[src/core/sbc_pkg.sv]
// shared constants and types for the signed byte sum comparator
package sbc_pkg;
    localparam int ARG_W = 8;
    localparam int MAG_W = 7;
    localparam int SIGN_BIT = 7;
    localparam int SUM_W = 9;
    localparam logic [6:0] MAG_MAX = 7'h7F;
    localparam logic [0:0] SEL_DIFF = 1'h0;
    localparam logic [0:0] SEL_SUM = 1'h1;
    localparam logic [0:0] DIR_OVER = 1'h0;
    localparam logic [0:0] DIR_UNDER = 1'h1;
    localparam logic [0:0] MODE_SIGNED = 1'h0;
    localparam logic [0:0] MODE_ABS = 1'h1;
    localparam int SCALE_W = 16;
    localparam int THR_W = 26;
    localparam int DLY_W = 24;
    localparam real CLK_MHZ = 25.0;
    typedef enum logic [1:0] {
        SBC_IDLE = 2'h0,
        SBC_TIMING = 2'h1,
        SBC_OPERATED = 2'h3,
        SBC_RELEASING = 2'h2
    } sbc_state_t;
endpackage

[src/core/sbc_signmag.sv]
// sign-magnitude byte decoder into two's complement
`timescale 1ns/1ns
`default_nettype none
module sbc_signmag (
    input wire logic [7:0] i_bits,
    output logic signed [8:0] o_value
);
    logic [8:0] mag9;
    // bit 7 is the sign, bits 6..0 magnitude lsb first; see RULE_01 RULE_02
    always_comb
    begin
        mag9 = {2'h0, i_bits[sbc_pkg::MAG_W-1:0]};
        if (i_bits[sbc_pkg::SIGN_BIT])
        begin
            o_value = -$signed(mag9);
        end
        else
        begin
            o_value = $signed(mag9);
        end
    end
endmodule // sbc_signmag
`default_nettype wire

[src/core/sbc_top.sv]
// signed byte sum comparator with hysteresis and delays
// Functional notes
// RULE_01: first argument bits 0..6 magnitude lsb first, bit 7 negative sign.
// RULE_02: second argument uses the same sign-magnitude layout.
// RULE_03: select low gives first minus second, high gives the sum.
// RULE_04: add or subtract switches at once, no extra delay cycles.
// RULE_05: signed or absolute mode applies to the combined value only.
// RULE_06: result value and result bits come from signed combined value.
// RULE_07: direction picks operate above threshold or below threshold.
// RULE_08: release level is threshold minus hysteresis over, plus under.
// RULE_09: threshold compared against combined value times scale factor.
// RULE_10: one scale factor for both argument values and the result.
// RULE_11: operate asserts after condition held for the assert delay.
// RULE_12: operate releases after release condition held for release delay.
// RULE_13: inhibit clears timers, pickup, operate, logs a blocked event.
// RULE_14: after inhibit ends, resume at once and time from unblocking.
// RULE_15: sources change all eight bits together or delays are used.
// RULE_16: non-negative sources may tie the sign bit to logic zero.
// RULE_17: producers map full scale to a magnitude count of 127.
// RULE_18: pickup asserts when condition met, drops at release condition.
// RULE_19: wide combined value; result bits saturate at magnitude 127.
// RULE_20: delays are counted in block clock cycles, configurable counts.
`timescale 1ns/1ns
`default_nettype none
module sbc_top #(
    parameter int SCALE_W = sbc_pkg::SCALE_W,
    parameter int THR_W = sbc_pkg::THR_W,
    parameter int DLY_W = sbc_pkg::DLY_W
) (
    input wire logic i_clk,
    input wire logic i_reset_n,
    input wire logic [7:0] i_first_argument_bits,
    input wire logic [7:0] i_second_argument_bits,
    input wire logic i_sum_or_difference_select,
    input wire logic i_signed_or_absolute_select,
    input wire logic i_compare_direction,
    input wire logic signed [THR_W-1:0] i_trip_threshold,
    input wire logic [THR_W-2:0] i_threshold_hysteresis,
    input wire logic [SCALE_W-1:0] i_value_scale,
    input wire logic [DLY_W-1:0] i_assert_delay,
    input wire logic [DLY_W-1:0] i_release_delay,
    input wire logic i_inhibit_input,
    input wire logic i_event_enable,
    output logic o_operate_flag,
    output logic o_pickup_flag,
    output logic o_blocked_event,
    output logic signed [THR_W-1:0] o_combined_result_value,
    output logic signed [THR_W-1:0] o_scaled_first_value,
    output logic signed [THR_W-1:0] o_scaled_second_value,
    output logic [7:0] o_result_bits
);
    localparam int PROD_W = sbc_pkg::SUM_W + SCALE_W + 1;

    // refuse widths that cannot hold the scaled product or a delay count
    if (THR_W < PROD_W || DLY_W < 1)
    begin : g_width_check
        $error("sbc_top: threshold width too small for scaled value");
    end

    typedef struct packed {
        sbc_pkg::sbc_state_t state;
        logic [DLY_W-1:0] count;
        logic operate;
        logic pickup;
        logic blocked;
        logic inhibit_seen;
        logic signed [THR_W-1:0] res_val;
        logic signed [THR_W-1:0] a_val;
        logic signed [THR_W-1:0] b_val;
        logic [7:0] res_bits;
    } sbc_regs_t;

    sbc_regs_t cur_ff;
    sbc_regs_t nxt_cur;

    logic signed [8:0] a_dec;
    logic signed [8:0] b_dec;

    sbc_signmag u_dec_a (
        .i_bits(i_first_argument_bits),
        .o_value(a_dec)
    );

    sbc_signmag u_dec_b (
        .i_bits(i_second_argument_bits),
        .o_value(b_dec)
    );

    logic signed [9:0] comb_val;
    logic signed [9:0] op_val;
    logic [9:0] comb_mag;
    logic signed [THR_W-1:0] scale_s;
    logic signed [THR_W-1:0] op_scaled;
    logic signed [THR_W-1:0] comb_scaled;
    logic signed [THR_W-1:0] a_scaled;
    logic signed [THR_W-1:0] b_scaled;
    logic signed [THR_W-1:0] drop_level;
    logic cond_met;
    logic drop_met;
    logic [7:0] res_bits;

    always_comb
    begin
        // ten bits cannot overflow for sums of two 7-bit magnitudes
        if (i_sum_or_difference_select == sbc_pkg::SEL_SUM)
        begin
            comb_val = 10'(a_dec) + 10'(b_dec); // see RULE_03 RULE_04 RULE_19
        end
        else
        begin
            comb_val = 10'(a_dec) - 10'(b_dec); // see RULE_03 RULE_04
        end
        if (comb_val < 0)
        begin
            comb_mag = 10'(-comb_val);
        end
        else
        begin
            comb_mag = 10'(comb_val);
        end
        // absolute mode touches only the combined value; see RULE_05
        if (i_signed_or_absolute_select == sbc_pkg::MODE_ABS)
        begin
            op_val = $signed(comb_mag);
        end
        else
        begin
            op_val = comb_val;
        end
        scale_s = $signed({{(THR_W-SCALE_W){1'b0}}, i_value_scale});
        op_scaled = THR_W'(THR_W'(op_val) * scale_s); // see RULE_09
        comb_scaled = THR_W'(THR_W'(comb_val) * scale_s); // see RULE_10
        a_scaled = THR_W'(THR_W'(a_dec) * scale_s); // see RULE_10
        b_scaled = THR_W'(THR_W'(b_dec) * scale_s); // see RULE_10
        // release level widens the band by the hysteresis; see RULE_08
        if (i_compare_direction == sbc_pkg::DIR_OVER)
        begin
            drop_level = i_trip_threshold
                - $signed({1'b0, i_threshold_hysteresis});
            cond_met = op_scaled > i_trip_threshold; // see RULE_07
            drop_met = op_scaled < drop_level;
        end
        else
        begin
            drop_level = i_trip_threshold
                + $signed({1'b0, i_threshold_hysteresis});
            cond_met = op_scaled < i_trip_threshold; // see RULE_07
            drop_met = op_scaled > drop_level;
        end
        // result bits from the signed value, saturated; see RULE_06 RULE_19
        res_bits[sbc_pkg::SIGN_BIT] = comb_val < 0;
        if (comb_mag > 10'(sbc_pkg::MAG_MAX))
        begin
            res_bits[sbc_pkg::MAG_W-1:0] = sbc_pkg::MAG_MAX;
        end
        else
        begin
            res_bits[sbc_pkg::MAG_W-1:0] = comb_mag[sbc_pkg::MAG_W-1:0];
        end
    end

    always_comb
    begin
        nxt_cur = cur_ff;
        nxt_cur.res_val = comb_scaled;
        nxt_cur.a_val = a_scaled;
        nxt_cur.b_val = b_scaled;
        nxt_cur.res_bits = res_bits;
        nxt_cur.inhibit_seen = i_inhibit_input;
        nxt_cur.blocked = 1'b0;
        if (i_inhibit_input)
        begin
            // one event pulse at the start of each inhibit; see RULE_13
            nxt_cur.blocked = i_event_enable && !cur_ff.inhibit_seen;
            nxt_cur.state = sbc_pkg::SBC_IDLE;
            nxt_cur.count = '0;
            nxt_cur.operate = 1'b0;
            nxt_cur.pickup = 1'b0;
        end
        else
        begin
            // idle re-evaluates every cycle, so unblocking times at once
            case (cur_ff.state)
                sbc_pkg::SBC_IDLE:
                begin
                    if (cond_met) // see RULE_14 RULE_18
                    begin
                        nxt_cur.pickup = 1'b1;
                        if (i_assert_delay <= DLY_W'(1))
                        begin
                            nxt_cur.operate = 1'b1; // see RULE_11
                            nxt_cur.state = sbc_pkg::SBC_OPERATED;
                        end
                        else
                        begin
                            nxt_cur.count = DLY_W'(1);
                            nxt_cur.state = sbc_pkg::SBC_TIMING;
                        end
                    end
                end
                sbc_pkg::SBC_TIMING:
                begin
                    if (drop_met)
                    begin
                        nxt_cur.pickup = 1'b0; // see RULE_18
                        nxt_cur.count = '0;
                        nxt_cur.state = sbc_pkg::SBC_IDLE;
                    end
                    else if (!cond_met)
                    begin
                        // inside the band: hold pickup, restart the timer
                        nxt_cur.count = '0;
                    end
                    else if (cur_ff.count + DLY_W'(1) >= i_assert_delay)
                    begin
                        nxt_cur.operate = 1'b1; // see RULE_11 RULE_20
                        nxt_cur.count = '0;
                        nxt_cur.state = sbc_pkg::SBC_OPERATED;
                    end
                    else
                    begin
                        nxt_cur.count = cur_ff.count + DLY_W'(1);
                    end
                end
                sbc_pkg::SBC_OPERATED:
                begin
                    if (drop_met)
                    begin
                        nxt_cur.pickup = 1'b0; // see RULE_18
                        if (i_release_delay <= DLY_W'(1))
                        begin
                            nxt_cur.operate = 1'b0; // see RULE_12
                            nxt_cur.state = sbc_pkg::SBC_IDLE;
                        end
                        else
                        begin
                            nxt_cur.count = DLY_W'(1);
                            nxt_cur.state = sbc_pkg::SBC_RELEASING;
                        end
                    end
                    else if (cond_met)
                    begin
                        // inside the band pickup holds; only the condition raises it
                        nxt_cur.pickup = 1'b1; // see RULE_18
                    end
                end
                sbc_pkg::SBC_RELEASING:
                begin
                    if (!drop_met)
                    begin
                        // release not held continuously: back to operated
                        nxt_cur.count = '0;
                        nxt_cur.pickup = cond_met;
                        nxt_cur.state = sbc_pkg::SBC_OPERATED;
                    end
                    else if (cur_ff.count + DLY_W'(1) >= i_release_delay)
                    begin
                        nxt_cur.operate = 1'b0; // see RULE_12 RULE_20
                        nxt_cur.count = '0;
                        nxt_cur.state = sbc_pkg::SBC_IDLE;
                    end
                    else
                    begin
                        nxt_cur.count = cur_ff.count + DLY_W'(1);
                    end
                end
                default:
                begin
                    nxt_cur.state = sbc_pkg::SBC_IDLE;
                    nxt_cur.count = '0;
                    nxt_cur.operate = 1'b0;
                    nxt_cur.pickup = 1'b0;
                end
            endcase
        end
    end

    always_ff @(posedge i_clk or negedge i_reset_n)
    begin
        if (!i_reset_n)
        begin
            cur_ff <= '0;
        end
        else
        begin
            cur_ff <= nxt_cur;
        end
    end

    assign o_operate_flag = cur_ff.operate;
    assign o_pickup_flag = cur_ff.pickup;
    assign o_blocked_event = cur_ff.blocked;
    assign o_combined_result_value = cur_ff.res_val;
    assign o_scaled_first_value = cur_ff.a_val;
    assign o_scaled_second_value = cur_ff.b_val;
    assign o_result_bits = cur_ff.res_bits;
endmodule // sbc_top
`default_nettype wire

[config.mk]
export PLATFORM = sky130hd
export DESIGN_NAME = sbc_top
export DESIGN_NICKNAME = d
export VERILOG_FILES = /design/src/core/sbc_pkg.sv /design/src/core/sbc_signmag.sv /design/src/core/sbc_top.sv
export SDC_FILE = /design/constraint.sdc
export NUM_CORES = 2
export LEC_CHECK = 0
export BUFFER_PORTS_ARGS = -buffer_cell sky130_fd_sc_hd__buf_2
export CAP_MARGIN = 20
export CORE_UTILIZATION = 55
export DETAILED_ROUTE_END_ITERATION = 10
export GPL_TIMING_DRIVEN = 0
export MAX_ROUTING_LAYER = met4
export PLACE_DENSITY_LB_ADDON = 0.05
export SYNTH_ARGS = -nofsm -noshare
export SYNTH_HDL_FRONTEND = slang
export SYNTH_SLANG_ARGS = --single-unit
export TNS_END_PERCENT = 1
[constraint.sdc]
create_clock -name i_clk -period 9 [get_ports i_clk]
set_input_delay 0.45 -clock i_clk [delete_from_list [all_inputs] [get_ports i_clk]]
set_output_delay 0.45 -clock i_clk [all_outputs]
set_load 0.1 [all_outputs]
* Word level (Yosys, flattened, before mapping)
Cells that the tools add are included.
** Word-level totals
- Bits in registers :: 116
- Output and inout port bits :: 89
- Logic and storage cells :: 95
** Operators by class
- Add/subtract/negate cells :: 8
- Multipliers :: 4
- Magnitude comparators :: 10
- Eq/ne operators :: 20
- Muxes and demuxes :: 36
- Reductions and logical operators :: 7
** Operators by type and width (number)
- 24-bit 2-to-1 mux :: 5
- 28-bit case mux with 4 select lines :: 1
- 28-bit 2-to-1 mux :: 2
- 26-bit greater-than comparator :: 2
- 26-bit < comparator :: 2
- 10-bit by 17-bit multiplier with 26-bit output :: 2
- 9-bit by 17-bit multiplier with 26-bit output :: 2
- 26-bit 2-to-1 mux :: 2
- 24-bit >= comparator :: 2
- 24-bit by 1-bit <= comparator with 1-bit output, second input constant :: 2
- 3-bit != test, second input constant :: 13
- 10-bit 2-to-1 mux :: 3
- 27-bit 2-to-1 mux :: 1
- 26-bit adder :: 1
- 26-bit subtractor :: 1
- 24-bit by 1-bit adder with 24-bit output, second input constant :: 1
- 9-bit 2-to-1 mux :: 2
- 7-bit negation with 9-bit output :: 2
- 4-bit != test, second input constant :: 4
- 1-bit 2-to-1 mux :: 14
- 9-bit by 9-bit adder with 10-bit output :: 1
- 10-bit by 7-bit greater-than comparator with 1-bit output, second input constant :: 1
- 10-bit by 1-bit < comparator with 1-bit output, second input constant :: 1
- 2-bit 2-to-1 mux :: 5
- other kinds (11) :: 13

* Depth between registers and ports, before layout
- Depth after elaboration :: 14
- Mapped depth :: 55
- Gate-level depth less buffers :: 52

* Modules after synthesis
A second synthesis with hierarchy kept.
** Unflattened totals
- Cells, all modules :: 3664
- Area, all modules :: 31308.8 um2
** By module, submodules not included
- sbc_top :: times used 1, cells each 3620, area each 30955.9 um2
- sbc_signmag :: times used 2, cells each 22, area each 176.4 um2

* Worst setup path after synthesis
Ideal clock, no wire load.
- Kind :: input-to-reg
- Start :: input i_second_argument_bits[0]
- End :: register cur_ff[101] in the netlist's numbering
- Setup time :: 0.121 ns
- Arrival time :: 11.505 ns
- Path slack :: -2.626 ns
- Stages on the path :: 50
- Path buffers :: 5
- Path through :: clkbuf_1 > inv_1 > ha_1 > nand2b_1 > o21ai_0 > xor2_1 > clkbuf_1 > clkbuf_1 > xnor2_1 > ha_1 > a21oi_1 > o21bai_1 > a21oi_1 > o21bai_1 > a21oi_1 > xnor2_1 > nor2_1 > nand2_1 > (+14 left out) > o21ai_0 > nand2_1 > a21oi_1 > xnor2_1 > ha_1 > a2111oi_0 > o21ai_0 > a31o_2 > a211oi_1 > maj3_1 > a21oi_1 > maj3_1 > o311ai_0 > a41oi_4 > and3_1 > o21ba_2 > buf_4 > a22o_1
** Between the ends
- Longest elaborated chain between the ends :: 14
- Elaborated cells on any way between the ends :: 24
** RTL lines
- start: declaration :: RTL line sbc_top.sv:33 : input wire logic [7:0] i_second_argument_bits,
- 7-bit negation with 9-bit output :: RTL line sbc_signmag.sv:15 : o_value = -$signed(mag9);
- 9-bit 2-to-1 mux * :: RTL line sbc_signmag.sv:13 : if (i_bits[sbc_pkg::SIGN_BIT])
- 9-bit by 9-bit subtractor with 10-bit output or 9-bit by 9-bit adder with 10-bit output (tied branches) :: RTL line sbc_top.sv:111, sbc_top.sv:107
- 10-bit 2-to-1 mux * :: RTL line sbc_top.sv:105 : if (i_sum_or_difference_select == sbc_pkg::SEL_SUM)
- 10-bit negation or 10-bit by 1-bit < comparator with 1-bit output (tied branches) :: RTL line sbc_top.sv:115, sbc_top.sv:113
- 10-bit 2-to-1 mux :: RTL line sbc_top.sv:113 : if (comb_val < 0)
- 10-bit 2-to-1 mux * :: RTL line sbc_top.sv:122 : if (i_signed_or_absolute_select == sbc_pkg::MODE_ABS)
- 10-bit by 17-bit multiplier with 26-bit output * :: RTL line sbc_top.sv:131 : op_scaled = THR_W'(THR_W'(op_val) * scale_s);
- 26-bit greater-than comparator or 26-bit < comparator (tied branches) :: RTL line sbc_top.sv:140, sbc_top.sv:147
- 1-bit 2-to-1 mux :: RTL line sbc_top.sv:136 : if (i_compare_direction == sbc_pkg::DIR_OVER)
- 24-bit 2-to-1 mux :: RTL line sbc_top.sv:209 : else if (!cond_met)
- 26-bit 2-to-1 mux :: RTL line sbc_top.sv:203 : if (drop_met)
- 28-bit case mux with 4 select lines :: RTL line sbc_top.sv:183 : case (cur_ff.state)
- 28-bit 2-to-1 mux :: RTL line sbc_top.sv:171 : if (i_inhibit_input)
- end signal: assignment :: RTL line sbc_top.sv:286 : cur_ff <= nxt_cur;
- end: declaration :: RTL line sbc_top.sv:73 : sbc_regs_t cur_ff;
Mark *: on every way between the ends. The rest lies on a longest branch, timed or not.
A chain may end at the register's enable or synchronous reset.

* Worst setup path in the final report
- Start :: input i_second_argument_bits[0]
- End :: register cur_ff[109] in the netlist's numbering
Same word-level chain as after synthesis.

==> run_results.csv <==
group,metric,value,unit
run_status,status,"finished, violations left",
run_status,violations,"setup timing",
placed_design,dp_slack,-3.89,ns
grt,track_usage,0.334,
floorplan,coreArea,55600,um^2
logic_synthesis,synth-async-reset-ratio,1.00,
cells_and_area,fin_cells,4713,
placed_design,place_hpwl,73.7,mm
sta,setup_viol,28,
floorplan,rows,86,
sta,rsz0062_at_grt,"true",
grt,overflow,0,
setup_path,critPathMaxFanout,5,
route,final_antenna_net_count,0,
floorplan,die_y,240,um
clock_network,cts-root-buf,"clkbuf_16",
logic_synthesis,ys_seq_area_frac,0.0930,
logic_synthesis,ys.warnings.count,0,
setup_path,cp.arrival,11.42,ns
flow_run,max_cap_viol_count,0,
min_path,holdCritStartpoint,"i_inhibit_input",
setup_path,r2r-start,"cur_ff[90]",
sta,final_max_slew_viol_count,0,
floorplan,ios,227,
sta,fmaxAchievable,0.0905,GHz
clock_network,cts_buffers,17,
sta,tightest_slew,1.09,ns
logic_synthesis,synth_cells,3634,
clock_network,clk_path_buf_depth,2,
clock_network,clock_latency,0.48,ns
logic_synthesis,ys_top_cells_by_count,"617 x inv_1, 454 x ha_1, 423 x fa_1",
placed_design,gp_congestion,0.955,
placed_design,port_buffers,207,
clock_network,cts_tree,"built",
route,via_per_inst,5.54,
setup_path,rrSetupSlack,4.13,ns
logic_synthesis,postSynth.topFlopCell,"dfrtp_1",
logic_synthesis,syn_area,31200,um^2
min_path,whs_path_depth,1,
clock_network,clk_pin_slew_worst_paths,0.06,ns
route,drc,0,
clock_network,htreeDepth,4,
floorplan,dieArea,57700,um^2
floorplan,die_x,240,um
route,first_pass_iters,5,
cells_and_area,fillers,4909,
sta,fin_tns_setup,-55.56,ns
cells_and_area,fin_nets,4966,
floorplan,initial_utilization,0.561,
cells_and_area,syn_to_final_growth,14.9,%
grt,grt_start_max_net_pins,75,
logic_synthesis,synth_cell_type_count,86,
logic_synthesis,syn_nets,4649,
grt,grt_pass1_vias,25300,
logic_synthesis,synth.most_common_cell,"inv_1",
sta,finalCritPeriodShare,1.23,
logic_synthesis,ys_ff_latch,116,
sta,relSlewSlack,0.274,
route,drtIter0Drc,1977,
logic_synthesis,yosys.area.top_type,"fa_1",
sta,fin_crit,11.05,ns
placed_design,dp.cells,4590,
setup_path,cp-start-kind,"input port",
setup_path,critPathCaptureType,"flip-flop",
grt,grt_pass1_wl,141,mm
grt,antenna_found_initial,3,
logic_synthesis,avgSynthCellArea,8.59,um^2
logic_synthesis,synth_area_leaders,"fa_1 27%, ha_1 18%, dfrtp_1 9.3%",
min_path,min_to,"cur_ff[86]",
logic_synthesis,synth-edff-count,0,
clock_network,cts.sinks,116,
setup_path,timing.rr.end,"cur_ff[102]",
sta,skew,0.00497,ns
min_path,hp-class,"in2reg",
setup_path,cp_slowest_cell,"fa_1",
setup_path,critPathMaxStageDelay,0.55,ns
setup_path,reg2reg_depth,19,
setup_path,cpMostUsedCell,"fa_1",
route,routedWlPerCell,19.3,um
cells_and_area,drive_gt1_frac,0.163,
setup_path,crit_type,"in2reg",
route,num_vias,26100,
sta,setup_ws,-2.05,ns
logic_synthesis,yosysTopAreaCellShare,0.271,
route,routed_wirelength,91.0,mm
setup_path,critPathRequiredTime,9.37,ns
sta,finalHoldViolations,0,
==> cells in the final DEF, fill, tap and decap left out, types with 13 or more instances in the layout <==
cell type | netlist | routed
ha_1 | 454 | 439
xor2_1 | 44 | 37
buf_4 | 87 | 168
a21o_1 | 71 | 71
o21bai_1 | 26 | 25
or2_2 | 26 | 26
clkbuf_1 | 138 | 101
a21oi_1 | 137 | 125
nand4_1 | 22 | 22
a211oi_1 | 20 | 17
fa_1 | 423 | 422
o21ai_0 | 75 | 66
o21a_1 | 27 | 26
ha_4 | 0 | 13
xnor2_1 | 142 | 119
and2_1 | 201 | 198
nand3_1 | 29 | 27
nand2b_1 | 90 | 87
dfrtp_1 | 116 | 116
nor2b_1 | 54 | 54
nor3_1 | 44 | 37
clkbuf_16 | 0 | 20
a22o_1 | 14 | 14
nand2_1 | 394 | 380
nor2_1 | 149 | 146
buf_2 | 7 | 210
a31oi_1 | 13 | 13
inv_1 | 617 | 607
and3_1 | 21 | 20
==> layer usage <==
layer	share of wire	global-route usage	vias up
met5	0	-	-
met4	0.036	0.116	0
met3	0.082	0.0649	181
met2	0.46	0.515	954
met1	0.42	0.438	12800
li1	-	-	12100
==> layout make-up <==
cell class / count / area (um^2) / share of cell area
clock buffers: 17 / 425 / 0.0119
plain buffers: 234 / 1470 / 0.0410
flip-flops and latches: 116 / 2900 / 0.0810
well taps: 748 / 936 / 0.0261
diodes: 1 / 2.50 / 0.0000698
multi-input cells: 2663 / 25800 / 0.719
repair buffers: 301 / 1870 / 0.0521
inverters: 618 / 2330 / 0.0649
clock inverters: 15 / 158 / 0.00440
==> sequential cells by signal (all words and copies together), names as in the netlist <==
signal and flops:
o_scaled_second_value 26, o_pickup_flag 1, o_operate_flag 1, o_scaled_first_value 26, o_combined_result_value 26, o_blocked_event 1
o_result_bits 8, cur_ff 27
==> kinds of logic after synthesis <==
| kind of cell | share of synthesized area |
|---|---|
| buffers and inverters | 0.114 |
| adders and majority gates | 0.454 |
| muxes | 0.00321 |
| AOI/OAI and AO/OA | 0.109 |
| and+or+nand+nor | 0.174 |
| DFF | 0.0930 |
| xor gates and xnor gates | 0.0530 |
==> worst max-delay path by stage <==
stage	cells past startpoint	start	end	slack [ns]
2_1_floorplan	48	i_second_argument_bits[0]	cur_ff[101]	-1.33
3_3_place_gp	44	i_first_argument_bits[7]	cur_ff[106]	-3.88
3_5_place_dp	44	i_first_argument_bits[7]	cur_ff[108]	-3.89
4_1_cts	51	i_second_argument_bits[0]	cur_ff[110]	-1.79
5_1_grt	51	i_second_argument_bits[0]	cur_ff[100]	-2.40
6_report	49	i_second_argument_bits[0]	cur_ff[109]	-2.05
==> per-stage QoR <==
step / area [um^2] / hold WS [ns] / utilization
finish: 35800 / 0.166 / 0.644
global route: 35800 / 0.146 / 0.644
CTS: 35300 / 0.135 / 0.635
detailed placement: 33800 / 0.414 / 0.607
global placement: 33700 / 0.496 / 0.606
floorplan: 31800 / 0.154 / -
==> worst max-delay path: cells and delay by family <==
kind	cells	cell delay [ns]
buffers and inverters	11	1.35
AO/OA/AOI/OAI	14	2.60
XOR/XNOR	5	1.12
adder cells (fa/ha/maj)	9	3.78
AND/OR/NAND/NOR	8	1.49
multiplexers	2	0.61
==> what timing repair did <==
action / in CTS / in global routing
hold buffers: 1 / 0
gates cloned: 3 / 1
endpoints found under the setup margin: 35 / 35
resized for setup: 103 / 61
endpoints found under the hold margin: 42 / 0
pin swaps: 57 / 51
setup buffers: 54 / 34
Power is not shown: default switching activity piles up to over one toggle a cycle in this logic, so the estimate is an artifact.
